<file path="src/ibc_pkg.sv">
// Constants, register map and types of the inductive button channel setup block
package ibc_pkg;

  // ----------------------------------------
  // Sizes
  // ----------------------------------------
  localparam int NCH = 4;
  localparam int NREG = 19;
  localparam int IXW = 5;
  localparam int SCAN_W = 28;
  localparam int WIN_W = 28;
  localparam int RATE_STEPS = 8;

  // ----------------------------------------
  // Timing
  // ----------------------------------------
  localparam int CLK_MHZ = 100;
  localparam int SCAN_80SPS_US = 12500;
  localparam int SCAN_BASE_CYCLES_DEF = SCAN_80SPS_US * CLK_MHZ;
  localparam int WINDOW_UNIT = 128;

  // ----------------------------------------
  // Register offsets
  // ----------------------------------------
  localparam logic [7:0] OFF_ENABLE = 8'h0c;
  localparam logic [7:0] OFF_NP_RATE = 8'h0d;
  localparam logic [7:0] OFF_CHANNEL0_GAIN = 8'h0e;
  localparam logic [7:0] OFF_LP_RATE = 8'h0f;
  localparam logic [7:0] OFF_CHANNEL1_GAIN = 8'h10;
  localparam logic [7:0] OFF_INTERRUPT_POLARITY = 8'h11;
  localparam logic [7:0] OFF_CHANNEL2_GAIN = 8'h12;
  localparam logic [7:0] OFF_CHANNEL3_GAIN = 8'h14;
  localparam logic [7:0] OFF_PAUSE_WIN = 8'h16;
  localparam logic [7:0] OFF_DIVIDER = 8'h17;
  localparam logic [7:0] OFF_TWIST = 8'h19;
  localparam logic [7:0] OFF_COMMON_DEF = 8'h1a;
  localparam logic [7:0] OFF_OUT_POL = 8'h1c;
  localparam logic [7:0] OFF_SENS0 = 8'h20;
  localparam logic [7:0] OFF_SENS1 = 8'h22;
  localparam logic [7:0] OFF_SENS2 = 8'h24;
  localparam logic [7:0] OFF_SENS3 = 8'h26;
  localparam logic [7:0] OFF_THRESHOLD = 8'h30;
  localparam logic [7:0] OFF_STATUS = 8'h31;
  localparam logic [7:0] REG_OFF [NREG] = '{OFF_ENABLE, OFF_NP_RATE, OFF_CHANNEL0_GAIN,
    OFF_LP_RATE, OFF_CHANNEL1_GAIN, OFF_INTERRUPT_POLARITY, OFF_CHANNEL2_GAIN, OFF_CHANNEL3_GAIN, OFF_PAUSE_WIN,
    OFF_DIVIDER, OFF_TWIST, OFF_COMMON_DEF, OFF_OUT_POL, OFF_SENS0, OFF_SENS1,
    OFF_SENS2, OFF_SENS3, OFF_THRESHOLD, OFF_STATUS};

  // ----------------------------------------
  // Register indices and reset values
  // ----------------------------------------
  localparam int IX_ENABLE = 0;
  localparam int IX_NP_RATE = 1;
  localparam int IX_LP_RATE = 3;
  localparam int IX_INTERRUPT_POLARITY = 5;
  localparam int IX_PAUSE_WIN = 8;
  localparam int IX_DIVIDER = 9;
  localparam int IX_TWIST = 10;
  localparam int IX_COMMON_DEF = 11;
  localparam int IX_OUT_POL = 12;
  localparam int IX_SENS0 = 13;
  localparam int IX_THRESHOLD = 17;
  localparam int IX_STATUS = 18;
  localparam int GAIN_IX [NCH] = '{2, 4, 6, 7};
  localparam logic [7:0] THRESHOLD_RESET = 8'ha0;
  localparam logic [7:0] REG_RESET = 8'h00;

  // ----------------------------------------
  // Field positions
  // ----------------------------------------
  localparam int SENS_CYC_LSB = 0;
  localparam int SENS_FREQ_LSB = 5;
  localparam int HIGH_NIBBLE = 4;

  // ----------------------------------------
  // Types
  // ----------------------------------------
  typedef enum logic [1:0] {ST_WAIT, ST_SEL, ST_SAMPLE, ST_DECIDE} ibc_state_type;

  typedef struct packed {
    logic [NCH-1:0] enable;
    logic [2:0] rate;
    logic [NCH-1:0] pause;
    logic [NCH-1:0] maxwin;
    logic twist;
    logic [NCH-1:0] common;
    logic [NCH-1:0] deform;
    logic [NCH-1:0] out_pol;
    logic int_pol;
    logic [2:0] divider;
    logic [NCH-1:0][3:0] cycles;
    logic [NCH-1:0][2:0] freq;
    logic [NCH-1:0][5:0] gain;
    logic [7:0] threshold;
  } ibc_cfg_type;

endpackage

</file>
<file path="src/ibc_channel_setup.sv">
// Register file, scan sequencer and button decision of the inductive button channels
//
// Behaviour
// - Power pin high normal, low low-power
// - One enable bit per channel
// - Separate output and interrupt polarity registers
// - Eight halving scan rates, two rate registers
// - Window is 128*(cycles+1)*2^divider sensor periods
// - Six-bit gain level per channel
// - Detection threshold resets to 160
// - Pause/max-win, twist, common/deform feature registers
// - Per-channel sensor setup at every second address
// - Interrupt on press or error, default low
`timescale 1ns/1ps
module ibc_channel_setup import ibc_pkg::*; #(
  parameter int SCAN_BASE_CYCLES = SCAN_BASE_CYCLES_DEF,
  parameter int SENSOR_TICK_CYCLES = 1,
  parameter int RESULT_W = 16
) (
  // Clock and reset
  input wire logic core_clk,
  input wire logic reset_n,
  // Power mode strap
  input wire logic power_mode_select_pin,
  // Register port
  input wire logic reg_wr,
  input wire logic reg_rd,
  input wire logic [7:0] reg_addr,
  input wire logic [7:0] reg_wdata,
  output logic [7:0] reg_rdata,
  output logic reg_rvalid,
  // Conversion front end
  input wire logic [NCH-1:0][RESULT_W-1:0] channel_result,
  input wire logic front_error,
  output logic sample_active,
  output logic [1:0] sample_channel,
  output logic [2:0] sensor_freq_sel,
  output logic [5:0] channel_gain_level,
  // Post-processing controls
  output logic [NCH-1:0] baseline_pause,
  output logic [NCH-1:0] common_mode_en,
  output logic [NCH-1:0] deform_en,
  // Pins
  output logic [NCH-1:0] button_output_pin,
  output logic interrupt_pin
);

  if (SCAN_BASE_CYCLES < 1 || SCAN_BASE_CYCLES * (2 ** (RATE_STEPS - 1)) >= 2 ** SCAN_W)
    $error("SCAN_BASE_CYCLES out of range");
  if (SENSOR_TICK_CYCLES < 1 || SENSOR_TICK_CYCLES > 8)
    $error("SENSOR_TICK_CYCLES out of range");
  if (RESULT_W < 9 || RESULT_W > 24)
    $error("RESULT_W out of range");

  // ----------------------------------------
  // Decoding functions
  // ----------------------------------------
  function automatic logic [IXW-1:0] reg_index(input logic [7:0] a);
    reg_index = IXW'(NREG);
    for (int k = 0; k < NREG; k++) begin
      if (REG_OFF[k] == a) begin
        reg_index = IXW'(k);
      end
    end
  endfunction

  // Longest window is 8*128*16*128 cycles, well inside WIN_W
  function automatic logic [WIN_W-1:0] win_len(input logic [3:0] cyc, input logic [2:0] dv);
    win_len = (WIN_W'(SENSOR_TICK_CYCLES) * WIN_W'(WINDOW_UNIT) * (WIN_W'(cyc) + 1'b1)) << dv;
  endfunction

  function automatic logic [NCH-1:0] max_pick(input logic [NCH-1:0] cand,
                                               input logic [NCH-1:0][RESULT_W-1:0] v);
    logic signed [RESULT_W-1:0] best;
    logic found;
    max_pick = '0;
    best = '0;
    found = 1'b0;
    for (int k = 0; k < NCH; k++) begin
      if (cand[k] && (!found || $signed(v[k]) > best)) begin
        best = $signed(v[k]);
        max_pick = '0;
        max_pick[k] = 1'b1;
        found = 1'b1;
      end
    end
  endfunction

  // ----------------------------------------
  // Registers and state
  // ----------------------------------------
  logic [7:0] regs_reg [NREG];
  ibc_cfg_type cfg_reg, cfg_next;
  ibc_state_type state_reg;
  logic low_power_reg;
  logic [SCAN_W-1:0] scan_cnt_reg;
  logic [WIN_W-1:0] win_cnt_reg;
  logic [1:0] ch_reg;
  logic [NCH-1:0][RESULT_W-1:0] res_reg;
  logic [NCH-1:0] press_reg;

  // ----------------------------------------
  // Register port decode
  // ----------------------------------------
  wire [IXW-1:0] addr_ix = reg_index(reg_addr);
  wire addr_hit = addr_ix != IXW'(NREG);
  wire wr_ok = reg_wr && addr_hit && addr_ix != IXW'(IX_STATUS);
  wire scanning = state_reg != ST_WAIT;
  wire [7:0] status_val = {low_power_reg, 2'b00, scanning, press_reg};
  wire [7:0] rd_val = !addr_hit ? 8'h00 :
                      addr_ix == IXW'(IX_STATUS) ? status_val : regs_reg[addr_ix];

  always_ff @(posedge core_clk or negedge reset_n) begin
    if (!reset_n) begin
      for (int k = 0; k < NREG; k++) begin
        regs_reg[k] <= (k == IX_THRESHOLD) ? THRESHOLD_RESET : REG_RESET;
      end
    end else if (wr_ok) begin
      regs_reg[addr_ix] <= reg_wdata;
    end
  end

  always_ff @(posedge core_clk or negedge reset_n) begin
    if (!reset_n) begin
      reg_rdata <= 8'h00;
      reg_rvalid <= 1'b0;
    end else begin
      reg_rdata <= reg_rd ? rd_val : 8'h00;
      reg_rvalid <= reg_rd;
    end
  end

  // ----------------------------------------
  // Snapshot taken at scan start
  // ----------------------------------------
  // Host writes land in regs_reg at once; the sequencer sees this copy, but scan_period takes the rate from cfg_next live
  always_comb begin
    cfg_next.enable = regs_reg[IX_ENABLE][NCH-1:0];
    cfg_next.rate = low_power_reg ? regs_reg[IX_LP_RATE][2:0] : regs_reg[IX_NP_RATE][2:0];
    cfg_next.pause = regs_reg[IX_PAUSE_WIN][NCH-1:0];
    cfg_next.maxwin = regs_reg[IX_PAUSE_WIN][HIGH_NIBBLE +: NCH];
    cfg_next.twist = regs_reg[IX_TWIST][0];
    cfg_next.common = regs_reg[IX_COMMON_DEF][NCH-1:0];
    cfg_next.deform = regs_reg[IX_COMMON_DEF][HIGH_NIBBLE +: NCH];
    cfg_next.out_pol = regs_reg[IX_OUT_POL][NCH-1:0];
    cfg_next.int_pol = regs_reg[IX_INTERRUPT_POLARITY][0];
    cfg_next.divider = regs_reg[IX_DIVIDER][2:0];
    cfg_next.threshold = regs_reg[IX_THRESHOLD];
    for (int k = 0; k < NCH; k++) begin
      cfg_next.cycles[k] = regs_reg[IX_SENS0 + k][SENS_CYC_LSB +: 4];
      cfg_next.freq[k] = regs_reg[IX_SENS0 + k][SENS_FREQ_LSB +: 3];
      cfg_next.gain[k] = regs_reg[GAIN_IX[k]][5:0];
    end
  end

  // ----------------------------------------
  // Scan sequencer
  // ----------------------------------------
  wire scan_tick = scan_cnt_reg == '0;
  wire scan_start = state_reg == ST_WAIT && scan_tick;
  wire [SCAN_W-1:0] scan_period = SCAN_W'(SCAN_BASE_CYCLES) << cfg_next.rate;
  wire ch_on = cfg_reg.enable[ch_reg];
  wire [WIN_W-1:0] ch_win = win_len(cfg_reg.cycles[ch_reg], cfg_reg.divider);
  wire win_done = state_reg == ST_SAMPLE && win_cnt_reg == '0;
  wire last_ch = ch_reg == 2'(NCH - 1);

  always_ff @(posedge core_clk or negedge reset_n) begin
    if (!reset_n) begin
      low_power_reg <= 1'b0;
    end else begin
      low_power_reg <= !power_mode_select_pin;
    end
  end

  // Ticks that fall while a scan runs are dropped: a window longer than the
  // scan period stretches the period instead of overlapping scans
  always_ff @(posedge core_clk or negedge reset_n) begin
    if (!reset_n) begin
      scan_cnt_reg <= '0;
    end else begin
      scan_cnt_reg <= scan_tick ? scan_period - 1'b1 : scan_cnt_reg - 1'b1;
    end
  end

  always_ff @(posedge core_clk or negedge reset_n) begin
    if (!reset_n) begin
      state_reg <= ST_WAIT;
      ch_reg <= 2'd0;
      win_cnt_reg <= '0;
      cfg_reg <= '0;
    end else begin
      unique case (state_reg)
        ST_WAIT: begin
          if (scan_start) begin
            cfg_reg <= cfg_next;
            ch_reg <= 2'd0;
            state_reg <= ST_SEL;
          end
        end
        ST_SEL: begin
          if (ch_on) begin
            win_cnt_reg <= ch_win - 1'b1;
            state_reg <= ST_SAMPLE;
          end else if (last_ch) begin
            state_reg <= ST_DECIDE;
          end else begin
            ch_reg <= ch_reg + 2'd1;
          end
        end
        ST_SAMPLE: begin
          if (win_done) begin
            state_reg <= last_ch ? ST_DECIDE : ST_SEL;
            ch_reg <= last_ch ? ch_reg : ch_reg + 2'd1;
          end else begin
            win_cnt_reg <= win_cnt_reg - 1'b1;
          end
        end
        ST_DECIDE: begin
          state_reg <= ST_WAIT;
        end
      endcase
    end
  end

  // ----------------------------------------
  // Front-end drive and result capture
  // ----------------------------------------
  always_ff @(posedge core_clk or negedge reset_n) begin
    if (!reset_n) begin
      sample_active <= 1'b0;
      sample_channel <= 2'd0;
      sensor_freq_sel <= 3'd0;
      channel_gain_level <= 6'd0;
    end else begin
      sample_active <= (state_reg == ST_SEL && ch_on) || (state_reg == ST_SAMPLE && !win_done);
      sample_channel <= ch_reg;
      sensor_freq_sel <= cfg_reg.freq[ch_reg];
      channel_gain_level <= cfg_reg.gain[ch_reg];
    end
  end

  always_ff @(posedge core_clk or negedge reset_n) begin
    if (!reset_n) begin
      res_reg <= '0;
    end else if (win_done) begin
      res_reg[ch_reg] <= channel_result[ch_reg];
    end
  end

  // ----------------------------------------
  // Button decision
  // ----------------------------------------
  wire signed [RESULT_W-1:0] thr_pos = $signed(RESULT_W'(cfg_reg.threshold));
  wire signed [RESULT_W-1:0] thr_neg = -thr_pos;
  logic [NCH-1:0] over, under;
  always_comb begin
    for (int k = 0; k < NCH; k++) begin
      over[k] = cfg_reg.enable[k] && $signed(res_reg[k]) >= thr_pos;
      under[k] = cfg_reg.enable[k] && $signed(res_reg[k]) < thr_neg;
    end
  end
  wire twist_hit = cfg_reg.twist && |under;
  wire [NCH-1:0] win_mask = max_pick(over & cfg_reg.maxwin, res_reg);
  wire [NCH-1:0] press_next = twist_hit ? '0 : (over & ~cfg_reg.maxwin) | win_mask;

  always_ff @(posedge core_clk or negedge reset_n) begin
    if (!reset_n) begin
      press_reg <= '0;
    end else if (state_reg == ST_DECIDE) begin
      press_reg <= press_next;
    end
  end

  // ----------------------------------------
  // Pins and post-processing controls
  // ----------------------------------------
  // Polarity bit 1 means active high; reset leaves every pin active low
  always_ff @(posedge core_clk or negedge reset_n) begin
    if (!reset_n) begin
      button_output_pin <= '1;
      interrupt_pin <= 1'b1;
      baseline_pause <= '0;
      common_mode_en <= '0;
      deform_en <= '0;
    end else begin
      button_output_pin <= ~(press_reg ^ cfg_reg.out_pol);
      interrupt_pin <= ~((|press_reg || front_error) ^ cfg_reg.int_pol);
      baseline_pause <= cfg_reg.pause & press_reg;
      common_mode_en <= cfg_reg.common;
      deform_en <= cfg_reg.deform;
    end
  end
endmodule

</file>
<file path="config.mk">
export PLATFORM = sky130hd
export DESIGN_NAME = ibc_channel_setup
export DESIGN_NICKNAME = d
export VERILOG_FILES = /design/src/ibc_pkg.sv /design/src/ibc_channel_setup.sv
export SDC_FILE = /design/constraint.sdc
export NUM_CORES = 1
export LEC_CHECK = 0
export BUFFER_PORTS_ARGS = -buffer_cell sky130_fd_sc_hd__buf_2
export CORE_MARGIN = 1.5
export CORE_UTILIZATION = 55
export DETAILED_ROUTE_END_ITERATION = 16
export PLACE_DENSITY = 0.73
export SLEW_MARGIN = 15
export SYNTH_ARGS = -nofsm -noshare
export SYNTH_HDL_FRONTEND = slang
export SYNTH_SLANG_ARGS = --single-unit
</file>
<file path="constraint.sdc">
create_clock -name core_clk -period 22.6 [get_ports core_clk]
set_input_delay 2.26 -clock core_clk [delete_from_list [all_inputs] [get_ports core_clk]]
set_output_delay 2.26 -clock core_clk [all_outputs]
set_load 0.005 [all_outputs]
</file>
# Word-level counts from Yosys, hierarchy flattened
# Index checks and enable logic that the tools add are counted.
# word_totals
mem_count	0
output_inout_bits	38
romBits	0
latch_bits	0
word_cells	238
inputBits	86
ff_bits	408
ramBits	0
# op_classes
reduce_logical	42
n_div	0
shifts	2
bitwise	10
mul	0
eq_ne	32
addsub	7
muxes	68
magnitude_cmp	15
# op_table
cell	n
$bwmux W152	1
$sub A28 B1 Y28 const B	4
$mux W5	19
$mux W28	3
$mux W16	5
$eq A5 B8 Y1 const A	9
$bwmux W64	1
$ge A16 B9 Y1	4
$lt A16 B16 Y1	4
$logic_not A28 Y1	2
$pmux W28 S2	1
$eq A6 B8 Y1 const A	6
$gt A16 B16 Y1	3
$mux W8	6
$bmux W8 S5	1
$demux W8 S5	1
$bmux W16 S2	1
$demux W16 S2	1
$eq A4 B8 Y1 const A	4
$shl A12 B3 Y28	1
$shl A21 B3 Y28 const A	1
$logic_and A1 B1 Y1	20
$mux W4	5
$mux W2	9
other kinds (38)	64

# Logic depth before layout (Yosys ltp)
# Gate-level depths: netlist (run 1).
# logic_depth
word_depth	27
mapped_depth	42
depth_no_buf	38

# Worst setup path before layout (run 1)
# OpenSTA, ideal clock, no wires.
# synth_timing
kind	flip-flop to flip-flop
start	register cfg_reg[0] in the netlist's numbering
end	register press_reg[1]
path_buffers	5
setup_slack_ps	14722
t_arrival_ps	7757
stages_incl_launch_ff	41
synth_period_minus_slack_ps	7878
cell_sequence	dfrtp_1 > ha_1 > nand2b_1 > a21o_1 > a211oi_1 > o31ai_1 > and3_1 > clkbuf_1 > clkbuf_1 > nand2_1 > ha_1 > a21o_1 > a21o_1 > a21o_1 > a21oi_1 > o211ai_1 > a211oi_1 > o22ai_2 > [5 not listed] > a21oi_1 > o21ai_0 > o21ai_0 > a21bo_2 > nand2b_1 > clkbuf_1 > clkbuf_1 > a21o_1 > ha_1 > a21o_1 > a21o_1 > a21oi_1 > or3_1 > o2111ai_1 > a32oi_1 > or2_2 > a32o_1 > a22o_1
# synth_between
elab_chain_len	18
# synth_rtl
item	line_no	source
start: declaration	ibc_channel_setup.sv:93	ibc_cfg_type cfg_reg, cfg_next;
start signal: assignment	ibc_channel_setup.sv:195	cfg_reg <= cfg_next;
$ge A16 B9 Y1	ibc_channel_setup.sv:258	over[k] = cfg_reg.enable[k] && $signed(res_reg[k]) >= thr_pos;
$logic_and A1 B1 Y1	ibc_channel_setup.sv:258	
$and A4 B4 Y4	ibc_channel_setup.sv:263	wire [NCH-1:0] win_mask = max_pick(over & cfg_reg.maxwin, res_reg);
$mux W16 or $mux W1 (tied branches)	ibc_channel_setup.sv:80	if (cand[k] && (!found || $signed(v[k]) > best)) begin
$gt A16 B16 Y1 or $logic_not A1 Y1 (tied branches)	ibc_channel_setup.sv:80	
$logic_or A1 B1 Y1	ibc_channel_setup.sv:80	
$logic_and A1 B1 Y1	ibc_channel_setup.sv:80	
$mux W16 or $mux W1 (tied branches)	ibc_channel_setup.sv:80	
[2 not listed]	-	
$logic_and A1 B1 Y1	ibc_channel_setup.sv:80	
$mux W16 or $mux W1 (tied branches)	ibc_channel_setup.sv:80	
$gt A16 B16 Y1 or $logic_not A1 Y1 (tied branches)	ibc_channel_setup.sv:80	
$logic_or A1 B1 Y1	ibc_channel_setup.sv:80	
$logic_and A1 B1 Y1	ibc_channel_setup.sv:80	
$mux W4	ibc_channel_setup.sv:80	
$or A4 B4 Y4	ibc_channel_setup.sv:264	wire [NCH-1:0] press_next = twist_hit ? '0 : (over & ~cfg_reg.maxwin) | win_mask;
$mux W4 (*)	ibc_channel_setup.sv:264	
end signal: assignment	ibc_channel_setup.sv:270	press_reg <= press_next;
end: declaration	ibc_channel_setup.sv:100	logic [NCH-1:0] press_reg;
# Every way passes the cells marked *; elsewhere a longest branch is shown, timed or not.
# A chain may end at the register's enable or synchronous reset.

# Worst setup path in the final report (run 1)
# Ends and elaborated chain as after synthesis.

==> results of run 1 <==
==> synthesized netlist by cell type, types with 7 or more instances <==
cell type	count	area, sq um
inv_1	56	210
buf_2	13	65.1
nand4_1	28	175
dfrtp_1	401	10000
o221ai_1	7	61.3
a211oi_1	18	135
a21oi_1	77	385
mux2_2	322	3630
mux4_2	30	676
or3_1	8	50.1
nand2b_1	18	113
o31ai_1	8	60.1
nand2_1	188	706
buf_1	16	60.1
a31oi_1	24	150
and2_1	19	119
mux2i_1	11	110
nor3_1	27	135
nor2b_1	20	125
nor4_1	31	194
o21ai_0	61	305
clkbuf_1	56	210
dfstp_2	7	184
nor2_1	123	462
a21o_1	34	255
o211ai_1	9	67.6
xnor2_1	37	324
nand3_1	44	220
ha_1	159	1990
xor2_1	16	140
o22ai_1	28	175
a221oi_1	7	61.3
a22o_1	7	61.3
or2_2	13	81.3
o21a_1	17	128
==> critical path, delay by kind of cell (launching register included) <==
family	cells	cell delay (ns)
flops	1	0.49
simple gates	10	3.42
compound gates	19	3.65
fa+ha+maj	4	1.14
mux	1	0.44
==> routing by layer <==
layer  up-vias  GRT usage  routed length (microns)
li1       7837          -                        -
met2       700      0.475                    29800
met3       185     0.0368                     3990
met1      8746      0.404                    26900
met4         0      0.138                     2890
met5         -          0                        0
==> area by class of cell <==
cell class / count / area [sq um] / share of cell area
Tap cell: 532 / 666 / 0.0259
Timing Repair Buffer: 142 / 785 / 0.0305
Sequential cell: 408 / 10200 / 0.398
Multi-Input combinational cell: 1518 / 12300 / 0.479
Clock buffer: 54 / 1180 / 0.0458
Clock inverter: 26 / 325 / 0.0127
Inverter: 56 / 210 / 0.00818
==> cells by family (layout without fill, tap and decap cells) <==
family                   count (synthesis)  after routing
flip-flops                             408            408
AND/OR/NAND/NOR                        561            561
other                                    1              3
multiplexers                           363            363
XOR/XNOR                                54             54
buffers and inverters                  143            278
AO/OA/AOI/OAI                          377            377
adder cells (fa/ha/maj)                160            160
==> power groups by stage <==
stage                     clock, W  combinational [W]  sequential (W)
after floorplan                  0           0.000355        0.000860
after global placement           0           0.000462        0.000910
after detailed placement         0           0.000482        0.000911
after CTS                 0.000755           0.000486        0.000899
after global routing      0.000784           0.000544        0.000910
final                     0.000745           0.000487        0.000903
==> per-stage QoR <==
| stage | setup slack [ns] | area [sq um] | util |
|---|---|---|---|
| 2_1_floorplan | 14.72 | 23100 | - |
| 3_3_place_gp | 13.72 | 24200 | 0.588 |
| 3_5_place_dp | 13.43 | 24200 | 0.588 |
| 4_1_cts | 13.45 | 25700 | 0.625 |
| 5_1_grt | 12.73 | 25700 | 0.625 |
| 6_report | 13.33 | 25700 | 0.625 |
==> final timing paths <==
check                                             end  slack, ns  depth (start not counted)
setup / recovery             press_reg[1]$_DFFE_PN0N_      13.33                         34
hold / removal                 deform_en[1]$_DFF_PN0_       0.37                          0
setup reg to reg             press_reg[1]$_DFFE_PN0N_      13.33                         34
hold reg to reg                deform_en[1]$_DFF_PN0_       0.37                          0
max in group asynchronous     cfg_next[1]$_DFFE_PN0P_      18.52                          3
min in group asynchronous  scan_cnt_reg[24]$_DFF_PN0_       1.69                          1
==> results.md, run 1 <==
- Status: completed
- CTS HTree Levels: 2
- Crit start category: flip-flop
- Post-DRT Antenna Nets: 0
- Net Switching: 0.000689 W
- Die Height: between 200 and 250 microns
- NumNets Final: around 2400
- Critical path peak fanout: 30
- DRC viols: 0
- CP Launch Point: cfg_reg[0]$_DFFE_PN0P_
- Avg Inst Size Synth: between 10 and 15 sq um
- Crit path time final: 9.27 ns
- Most common cell after layout, fill and taps aside: dfrtp_1
- DRT Wirelength: approximately 64000 microns
- DR WL/cell: between 20 and 25 microns
- Top Ports: about 120
- Warnings, synthesis: 0
- Core Area: 0.0411 sq mm
- Critical path endpoint category: flip-flop
- VDD IR max: 0.0000586 V
- Ant. Diodes: 0
- Largest net degree at the start of global routing: roughly 190
- Sequential power share: 0.423
- Die area: ~0.043 sq mm
- TritonCTS Buffers: 43
- Filler cell count: 3311
- Static leakage: about 12 nW
- Sequential fraction of the synthesis area: 0.443
- Adder-Cell Fraction of Synth Area: 0.0867
- Die Width: 208 microns
- Worst-skew pair later-pin latency: around 0.59 ns
- Hold Vio Cnt, Final: 0
- Synth async-reset ratio: 1.00
- Grt total ovfl: 0
- Synthesized instance count: about 2100
- Most frequent cells in the layout: dfrtp_1 (399), mux2_2 (322), nand2_1 (187)
- Clock Tree Root: clkbuf_16
- Clock sinks: slightly above 400
- Most used flip-flop cell after synthesis: dfrtp_1
- Main combinational cell family by area after synthesis: multiplexers
- Clock skew after layout: 0.0255 ns
- P_int: 0.00145 W
- Normalized max-slew margin: 0.198
- Row count: 74
- Vias: roughly 17000
- Max-cap violations: 0
- Worst R2R Start: cfg_reg[0]$_DFFE_PN0P_
- Final Non-Filler Cells: ~2700
- Post-synth EDFFs: 0
- PortBufs: roughly 120
- Worst EP required: ~23 ns
- Slew @ Worst Pin: around 1.2 ns
- First-pass GRT wire length: ~100000 microns
- Fin. max-slew vios: 0
- HP Start: cfg_reg[69]$_DFFE_PN0P_
- Post-Synthesis Cell Area: ~0.023 sq mm
- Simple-Gate Fraction of Synth Area: 0.120
- Post-CTS Resized: 0
- Total track usage: 0.297
- Sum Neg Setup Slack: 0 ns
- Post-synthesis mux area share: 0.191
- Final GP Congestion: 0.980
- Arr. time, crit path: between 9 and 10 ns
- Gate power share: 0.228
- Largest stage delay on the critical path: 0.81 ns
- Pre-Repair DR Iteration Count: 5
- Synth unique cells: 92
- RSZ-0062 raised after global routing: false
- Synthesis-stage register bit count: slightly above 400
- WS Path Type: flip-flop to flip-flop
- Initial core utilization: 0.561
- Min-Delay Path Class: flip-flop to flip-flop
- Clock buffer depth: 3
- Xor/xnor share of the synthesized area: 0.0208
- CP max stage cell: o22ai_2
- Vias in the first global route: roughly 18000
- Switching Fraction: 0.323
- Final hold slack: 0.373 ns
- CTS tree: yes
- Power Total: between 0.002 and 0.0025 W
- Area Overhead vs Synth: 11.4%
- Achievable Freq: between 0.1 and 0.15 GHz
- Clk slew on worst S/H paths: 0.07 ns
- Synth Area in Compound Gates: 0.113
- Tcrit/Tclk final: 0.410
- Fraction of layout cells with a size suffix above 1: 0.287
- Pwr dens: just over 80 mW/mm^2
- Clock Power Share: 0.349
- Starting DRT DRC Count: around 1400
- Via/cell ratio: between 6 and 7
- Antenna violations before repair: 0
- CTS Hold Buffers Added: 0
- DP Cell Count: 2656
- Setup Fix Bufs, Post-CTS: 0
- Final setup fails: 0
- Hpwl dp: between 40000 and 50000 microns
(Power assumes the default switching activity.)
==> run 2, diff against run 1 <==
--- a/config.mk
+++ b/config.mk
@@ -9,7 +9,7 @@
 export CORE_MARGIN = 1.5
 export CORE_UTILIZATION = 55
 export DETAILED_ROUTE_END_ITERATION = 16
-export PLACE_DENSITY = 0.73
+export PLACE_DENSITY = 0.76
 export SLEW_MARGIN = 15
 export SYNTH_ARGS = -nofsm -noshare
 export SYNTH_HDL_FRONTEND = slang
==> constraint.sdc (replaced) <==
create_clock -name core_clk -period 7.8 [get_ports core_clk]
set_input_delay 0.78 -clock core_clk [delete_from_list [all_inputs] [get_ports core_clk]]
set_output_delay 0.78 -clock core_clk [all_outputs]
set_load 0.005 [all_outputs]
==> run 2 against run 1 <==
Effect of this change:
- first-iteration DRC count fell by 14%
- via count is 0.54% higher
- combinational power grew to 3.0 times the previous value
- worst hold slack got worse by 0.068 ns
- highest routed layer unchanged
==> results.md, run 2 (synthesized netlist as in run 1, its figures left out) <==
- Status: completed
- Pre-Repair DR Iteration Count: 6
- Achievable Freq: around 0.13 GHz
- Final hold slack: just over 0.3 ns
- Final std cell area, no fill: approximately 0.026 sq mm
- Max-cap violations: 0
- Die Height: roughly 210 microns
- DRC viols: 0
- Pwr dens: roughly 240 mW/mm^2
- Most common cell after layout, fill and taps aside: dfrtp_1
- Normalized max-slew margin: 0.139
- Die Width: 208 microns
- Worst-skew pair later-pin latency: 0.57 ns
- Hpwl dp: between 40000 and 50000 microns
- Min-Delay Path Class: input pin to asynchronous set/reset pin
- Dpl cell area: between 0.02 and 0.025 sq mm
- PortBufs: approximately 120
- Clock Tree Root: clkbuf_16
- Fraction of layout cells with a size suffix above 1: 0.306
- R2R Setup Slk: approximately 0.26 ns
- Hold Vio Cnt, Final: 0
- Total track usage: 0.300
- TritonCTS Buffers: 45
- Die area: ~0.043 sq mm
- Antenna violations before repair: 1
- First-pass GRT wire length: between 100000 and 150000 microns
- Vias: ~18000
- Crit path time final: ~7.5 ns
- DRT Wirelength: ~65000 microns
- Critical path endpoint category: flip-flop
- Finished Core Util: 0.636
- Final Non-Filler Cells: 2773
- Length of routed wiring on met1: between 20000 and 30000 microns
- Reg2Reg Depth: 37
- Top Ports: around 120
- Ant. Diodes: 0
- Static leakage: between 10 and 15 nW
- Critical path peak fanout: 8
- Post-DRT Antenna Nets: 0
- Clock buffer depth: 3
- Area Overhead vs Synth: 13.4%
- Fin. max-slew vios: 0
- Highest routed layer: met4
- Initial core utilization: 0.561
- DP Cell Count: between 2000 and 3000
- Grt total ovfl: 0
- Largest stage delay on the critical path: ~0.60 ns
- Met2 WL post-DR: 31100 microns
- Clock skew after layout: around 0.016 ns
- CTS tree: yes
- Vias in the first global route: 17800
- Crit start category: flip-flop
- Final setup fails: 0
- VDD IR max: 0.000227 V
- Final GP Congestion: 0.983
- Core Area: 0.0411 sq mm
- Starting DRT DRC Count: 1207
- Worst R2R Start: res_reg[15]$_DFFE_PN0P_
- WS Path Type: flip-flop to flip-flop
- CTS HTree Levels: 2
- NumNets Final: about 2500
- Tcrit/Tclk final: 0.967
- Slew @ Worst Pin: about 1.3 ns
- Worst EP required: 8.27 ns
- Largest net degree at the start of global routing: between 150 and 200
- CP max stage cell: or4b_2
- Via/cell ratio: around 6.3
- Routed wl met3: 3870 microns
- Clock sinks: between 400 and 500
- Worst R2R End: press_reg[1]$_DFFE_PN0N_
- Filler cell count: between 3000 and 4000
- Row count: 74
- DR WL/cell: roughly 23 microns
- Power Total: between 0.006 and 0.007 W
- Clk slew on worst S/H paths: roughly 0.060 ns
- Most frequent cells in the layout: dfrtp_1 (398), mux2_2 (322), nand2_1 (187)
- Arr. time, crit path: ~8.0 ns
-- run 2: changes by cell type in the layout (fill, tap and decap cells not counted), sizes merged --
cell	delta
and3	+1
buf	+34
bufinv	+1
clkbuf	+2
clkinv	-4
clkinvlp	+1
inv	+2
-- run 2: area by class of cell --
class / instances / area (sq um) / share of cell area
Inverter: 56 / 210 / 0.00804
Timing Repair Buffer: 176 / 1040 / 0.0400
Tap cell: 532 / 666 / 0.0255
Clock inverter: 26 / 317 / 0.0121
Multi-Input combinational cell: 1519 / 12400 / 0.475
Sequential cell: 408 / 10200 / 0.391
Clock buffer: 56 / 1260 / 0.0482
-- run 2: what timing repair did --
item | CTS | global route
gates resized for setup | 3 | 25
setup endpoints to repair | 3 | 4
pin swaps | 0 | 8
hold buffers | 0 | 0
hold endpoints to repair | 0 | 0
cloned | 0 | 2
setup buffers | 0 | 8
-- run 2: power by group --
group	internal (W)	switching, W
sequential	0.00231	0.000284
clock	0.00135	0.000911
combinational	0.000650	0.000818
total	0.00431	0.00201
-- run 2: how the worst max path moves through the flow --
stage	start	to	cells past startpoint
5_1_grt	res_reg[5]$_DFFE_PN0P_	press_reg[1]$_DFFE_PN0N_	38
3_5_place_dp	cfg_reg[7]$_DFFE_PN0P_	press_reg[1]$_DFFE_PN0N_	38
3_3_place_gp	res_reg[0]$_DFFE_PN0P_	press_reg[1]$_DFFE_PN0N_	38
2_1_floorplan	cfg_reg[0]$_DFFE_PN0P_	press_reg[1]$_DFFE_PN0N_	40
6_report	res_reg[15]$_DFFE_PN0P_	press_reg[1]$_DFFE_PN0N_	37
4_1_cts	cfg_reg[7]$_DFFE_PN0P_	press_reg[1]$_DFFE_PN0N_	38
-- run 2: critical path: cells and delay by family (launching register included) --
family | cells | cell delay, ns
fa+ha+maj | 3 | 0.60
flops | 1 | 0.43
buf+inv | 3 | 0.45
mux | 1 | 0.34
compound gates | 20 | 3.08
simple gates | 10 | 2.56
-- run 2: metal layers --
layer | up-vias | GRT usage
met4 | 0 | 0.122
met3 | 150 | 0.0433
li1 | 7924 | -
met1 | 8836 | 0.397
met5 | - | 0
met2 | 652 | 0.499
-- run 2: through the flow --
stage / setup slack, ns / TNS [ns]
final: 0.260 / 0
after global routing: -0.0204 / -0.0204
after CTS: 0.0160 / 0
after detailed placement: -0.133 / -0.173
after global placement: 0.115 / 0
after floorplan: 0.00526 / 0
==> run 3, diff against run 2 <==
--- a/config.mk
+++ b/config.mk
@@ -5,11 +5,12 @@
 export SDC_FILE = /design/constraint.sdc
 export NUM_CORES = 1
 export LEC_CHECK = 0
-export BUFFER_PORTS_ARGS = -buffer_cell sky130_fd_sc_hd__buf_2
 export CORE_MARGIN = 1.5
 export CORE_UTILIZATION = 55
 export DETAILED_ROUTE_END_ITERATION = 16
-export PLACE_DENSITY = 0.76
+export DONT_BUFFER_PORTS = 1
+export PLACE_DENSITY = 0.7
+export RECOVER_POWER = 25
 export SLEW_MARGIN = 15
 export SYNTH_ARGS = -nofsm -noshare
 export SYNTH_HDL_FRONTEND = slang
==> constraint.sdc (replaced) <==
create_clock -name core_clk -period 8.8 [get_ports core_clk]
set_input_delay 0.88 -clock core_clk [delete_from_list [all_inputs] [get_ports core_clk]]
set_output_delay 0.88 -clock core_clk [all_outputs]
set_load 0.005 [all_outputs]
==> run 3 against run 2 <==
Effect of this change:
- the run now ends with max-capacitance violations, max-slew violations left
- cell area down 3.8%
- count of clock-buffer cells in the layout is 14 higher
- global-route usage shrank 0.35 points
- total power decreased by 14%
- sequential cell count stayed put
- via count is 3.1% lower
- die area did not move
- worst hold slack lost 0.26 ns
- clock power is 14% lower
==> results.md, run 3 (synthesized netlist as in run 1, its figures left out) <==
- Status: complete, but fails checks
- Failing checks: max-capacitance violations, max-slew violations
- Die Width: 208 microns
- Static leakage: about 11 nW
- Bufs and invs on worst path: 2
- Pwr dens: roughly 220 mW/mm^2
- Delay-heaviest family, CP: compound AO/OA/AOI/OAI gates
- Fin worst setup slack: 0.615 ns
- Achievable Freq: roughly 0.12 GHz
- Power Total: about 0.0055 W
- Clock buffer depth: 3
- Arr. time, crit path: approximately 8.7 ns
- Slew @ Worst Pin: around 4.0 ns
- DR WL/cell: approximately 25 microns
- Hold Vio Cnt, Final: 0
- Largest stage delay on the critical path: roughly 0.60 ns
- Die Height: around 210 microns
- Most frequent cells in the layout: dfrtp_1 (399), mux2_2 (322), nand2_1 (187)
- Crit start category: flip-flop
- Worst EP required: around 9.3 ns
- TritonCTS Buffers: 45
- Min-Delay Path Class: input pin to asynchronous set/reset pin
- Most common cell after layout, fill and taps aside: dfrtp_1
- CTS tree: yes
- Top Ports: about 120
- CP max stage cell: or4b_2
- PortBufs: 0
- Via/cell ratio: 6.49
- Grt total ovfl: 0
- Setup Fix Bufs, Post-CTS: 0
- Die area: between 0.04 and 0.05 sq mm
- Clock skew after layout: roughly 0.026 ns
- Vias in the first global route: between 15000 and 20000
- Top cell by count, worst path: a21o_1
- Largest net degree at the start of global routing: about 400
- Clk slew on worst S/H paths: about 0.06 ns
- Row count: 74
- WS Path Type: flip-flop to flip-flop
- Antenna violations before repair: 1
- Initial core utilization: 0.561
- First-pass GRT wire length: roughly 99000 microns
- Fraction of layout cells with a size suffix above 1: 0.244
- Max-cap violations: 2
- Fin. max-slew vios: between 90 and 100
- Worst-skew pair later-pin latency: 0.61 ns
- Crit path time final: just over 8 ns
- Vias: between 15000 and 20000
- NumNets Final: 2298
- VDD IR max: 0.000175 V
- Setup WS pre-CTS: roughly 0.50 ns
- Clock Tree Root: clkbuf_16
- Tcrit/Tclk final: 0.930
- Clock sinks: 408
- Critical path peak fanout: 29
- CTS HTree Levels: 2
- Core Area: roughly 0.041 sq mm
- Final setup fails: 0
- Post-DRT Antenna Nets: 0
- Finished Core Util: 0.612
- Critical path endpoint category: flip-flop
- Final GP Congestion: 0.913
- DRC viols: 0
- Sum Neg Setup Slack: 0 ns
- Filler cell count: 3341
- Area Overhead vs Synth: 9.08%
- DRT Wirelength: between 60000 and 70000 microns
- Normalized max-slew margin: -1.70
- Hpwl dp: 44400 microns
- Starting DRT DRC Count: ~1200
- Pre-Repair DR Iteration Count: 5
- RSZ-0062 raised after global routing: false
- Total track usage: 0.297
[run 3: changes by cell type in the layout (fill, tap and decap cells not counted), sizes merged]
cell	delta
inv	-1
clkinvlp	-4
diode	+1
dlygate4sd3	+2
bufinv	-4
clkbuf	+16
buf	-156
clkinv	-3
and3	-1
[run 3: final timing paths]
check,start,to,cells after the start,slack (ns)
worst min-delay path,reset_n,regs_reg[3]$_DFFE_PN0P_,0,0.05
worst min register to register,cfg_reg[75]$_DFFE_PN0P_,common_mode_en[3]$_DFF_PN0_,0,0.37
worst max register to register,cfg_reg[7]$_DFFE_PN0P_,press_reg[1]$_DFFE_PN0N_,38,0.61
worst max-delay path,cfg_reg[7]$_DFFE_PN0P_,press_reg[1]$_DFFE_PN0N_,38,0.61
min in group core_clk,reg_rd,reg_rvalid$_DFF_PN0_,0,0.30
max in group asynchronous,reset_n,cfg_reg[76]$_DFFE_PN0P_,1,4.77
[run 3: through the flow]
stage	hold slack (ns)	cells	instance area [sq um]
5_1_grt	0.00821	2623	25200
3_5_place_dp	0.360	2533	23600
6_report	0.0469	2623	25200
3_3_place_gp	0.355	2533	23600
4_1_cts	-0.0497	2617	25100
2_1_floorplan	0.349	2069	23100
[run 3: layout make-up]
class                   instances  area, sq um  area share
flip-flops and latches        408        10200       0.406
clock inverters                14          179     0.00711
clock buffers                  70         1350      0.0537
repair buffers                 24          210     0.00836
inverters                      56          210     0.00836
well taps                     532          666      0.0265
multi-input cells            1518        12300       0.490
diodes                          1         2.50   0.0000995
[run 3: repair_timing]
action / 4_1_cts / 5_1_grt
endpoints found under the setup margin: 0 / 3
endpoints found under the hold margin: 358 / 77
gates resized for setup: 0 / 2
[run 3: layer usage]
layer | part of all wire | vias up | GRT usage
met5 | 0 | - | 0
met4 | 0.041 | 0 | 0.123
met3 | 0.061 | 153 | 0.0486
met2 | 0.47 | 627 | 0.484
met1 | 0.43 | 8631 | 0.395
li1 | - | 7603 | -
[run 3: worst register-to-register path, delay by kind of cell (launching register included)]
kind / cells / cell delay (ns)
flops: 1 / 0.42
buf+inv: 2 / 0.42
fa+ha+maj: 4 / 1.02
compound gates: 22 / 3.62
simple gates: 10 / 2.63
[run 3: where the power goes]
part / total (W) / switching [W] / leakage [nW] / internal [W]
sequential: 0.00232 / 0.000270 / 5.40 / 0.00205
combinational: 0.00120 / 0.000663 / 5.18 / 0.000541
clock: 0.00194 / 0.000814 / 0.741 / 0.00113
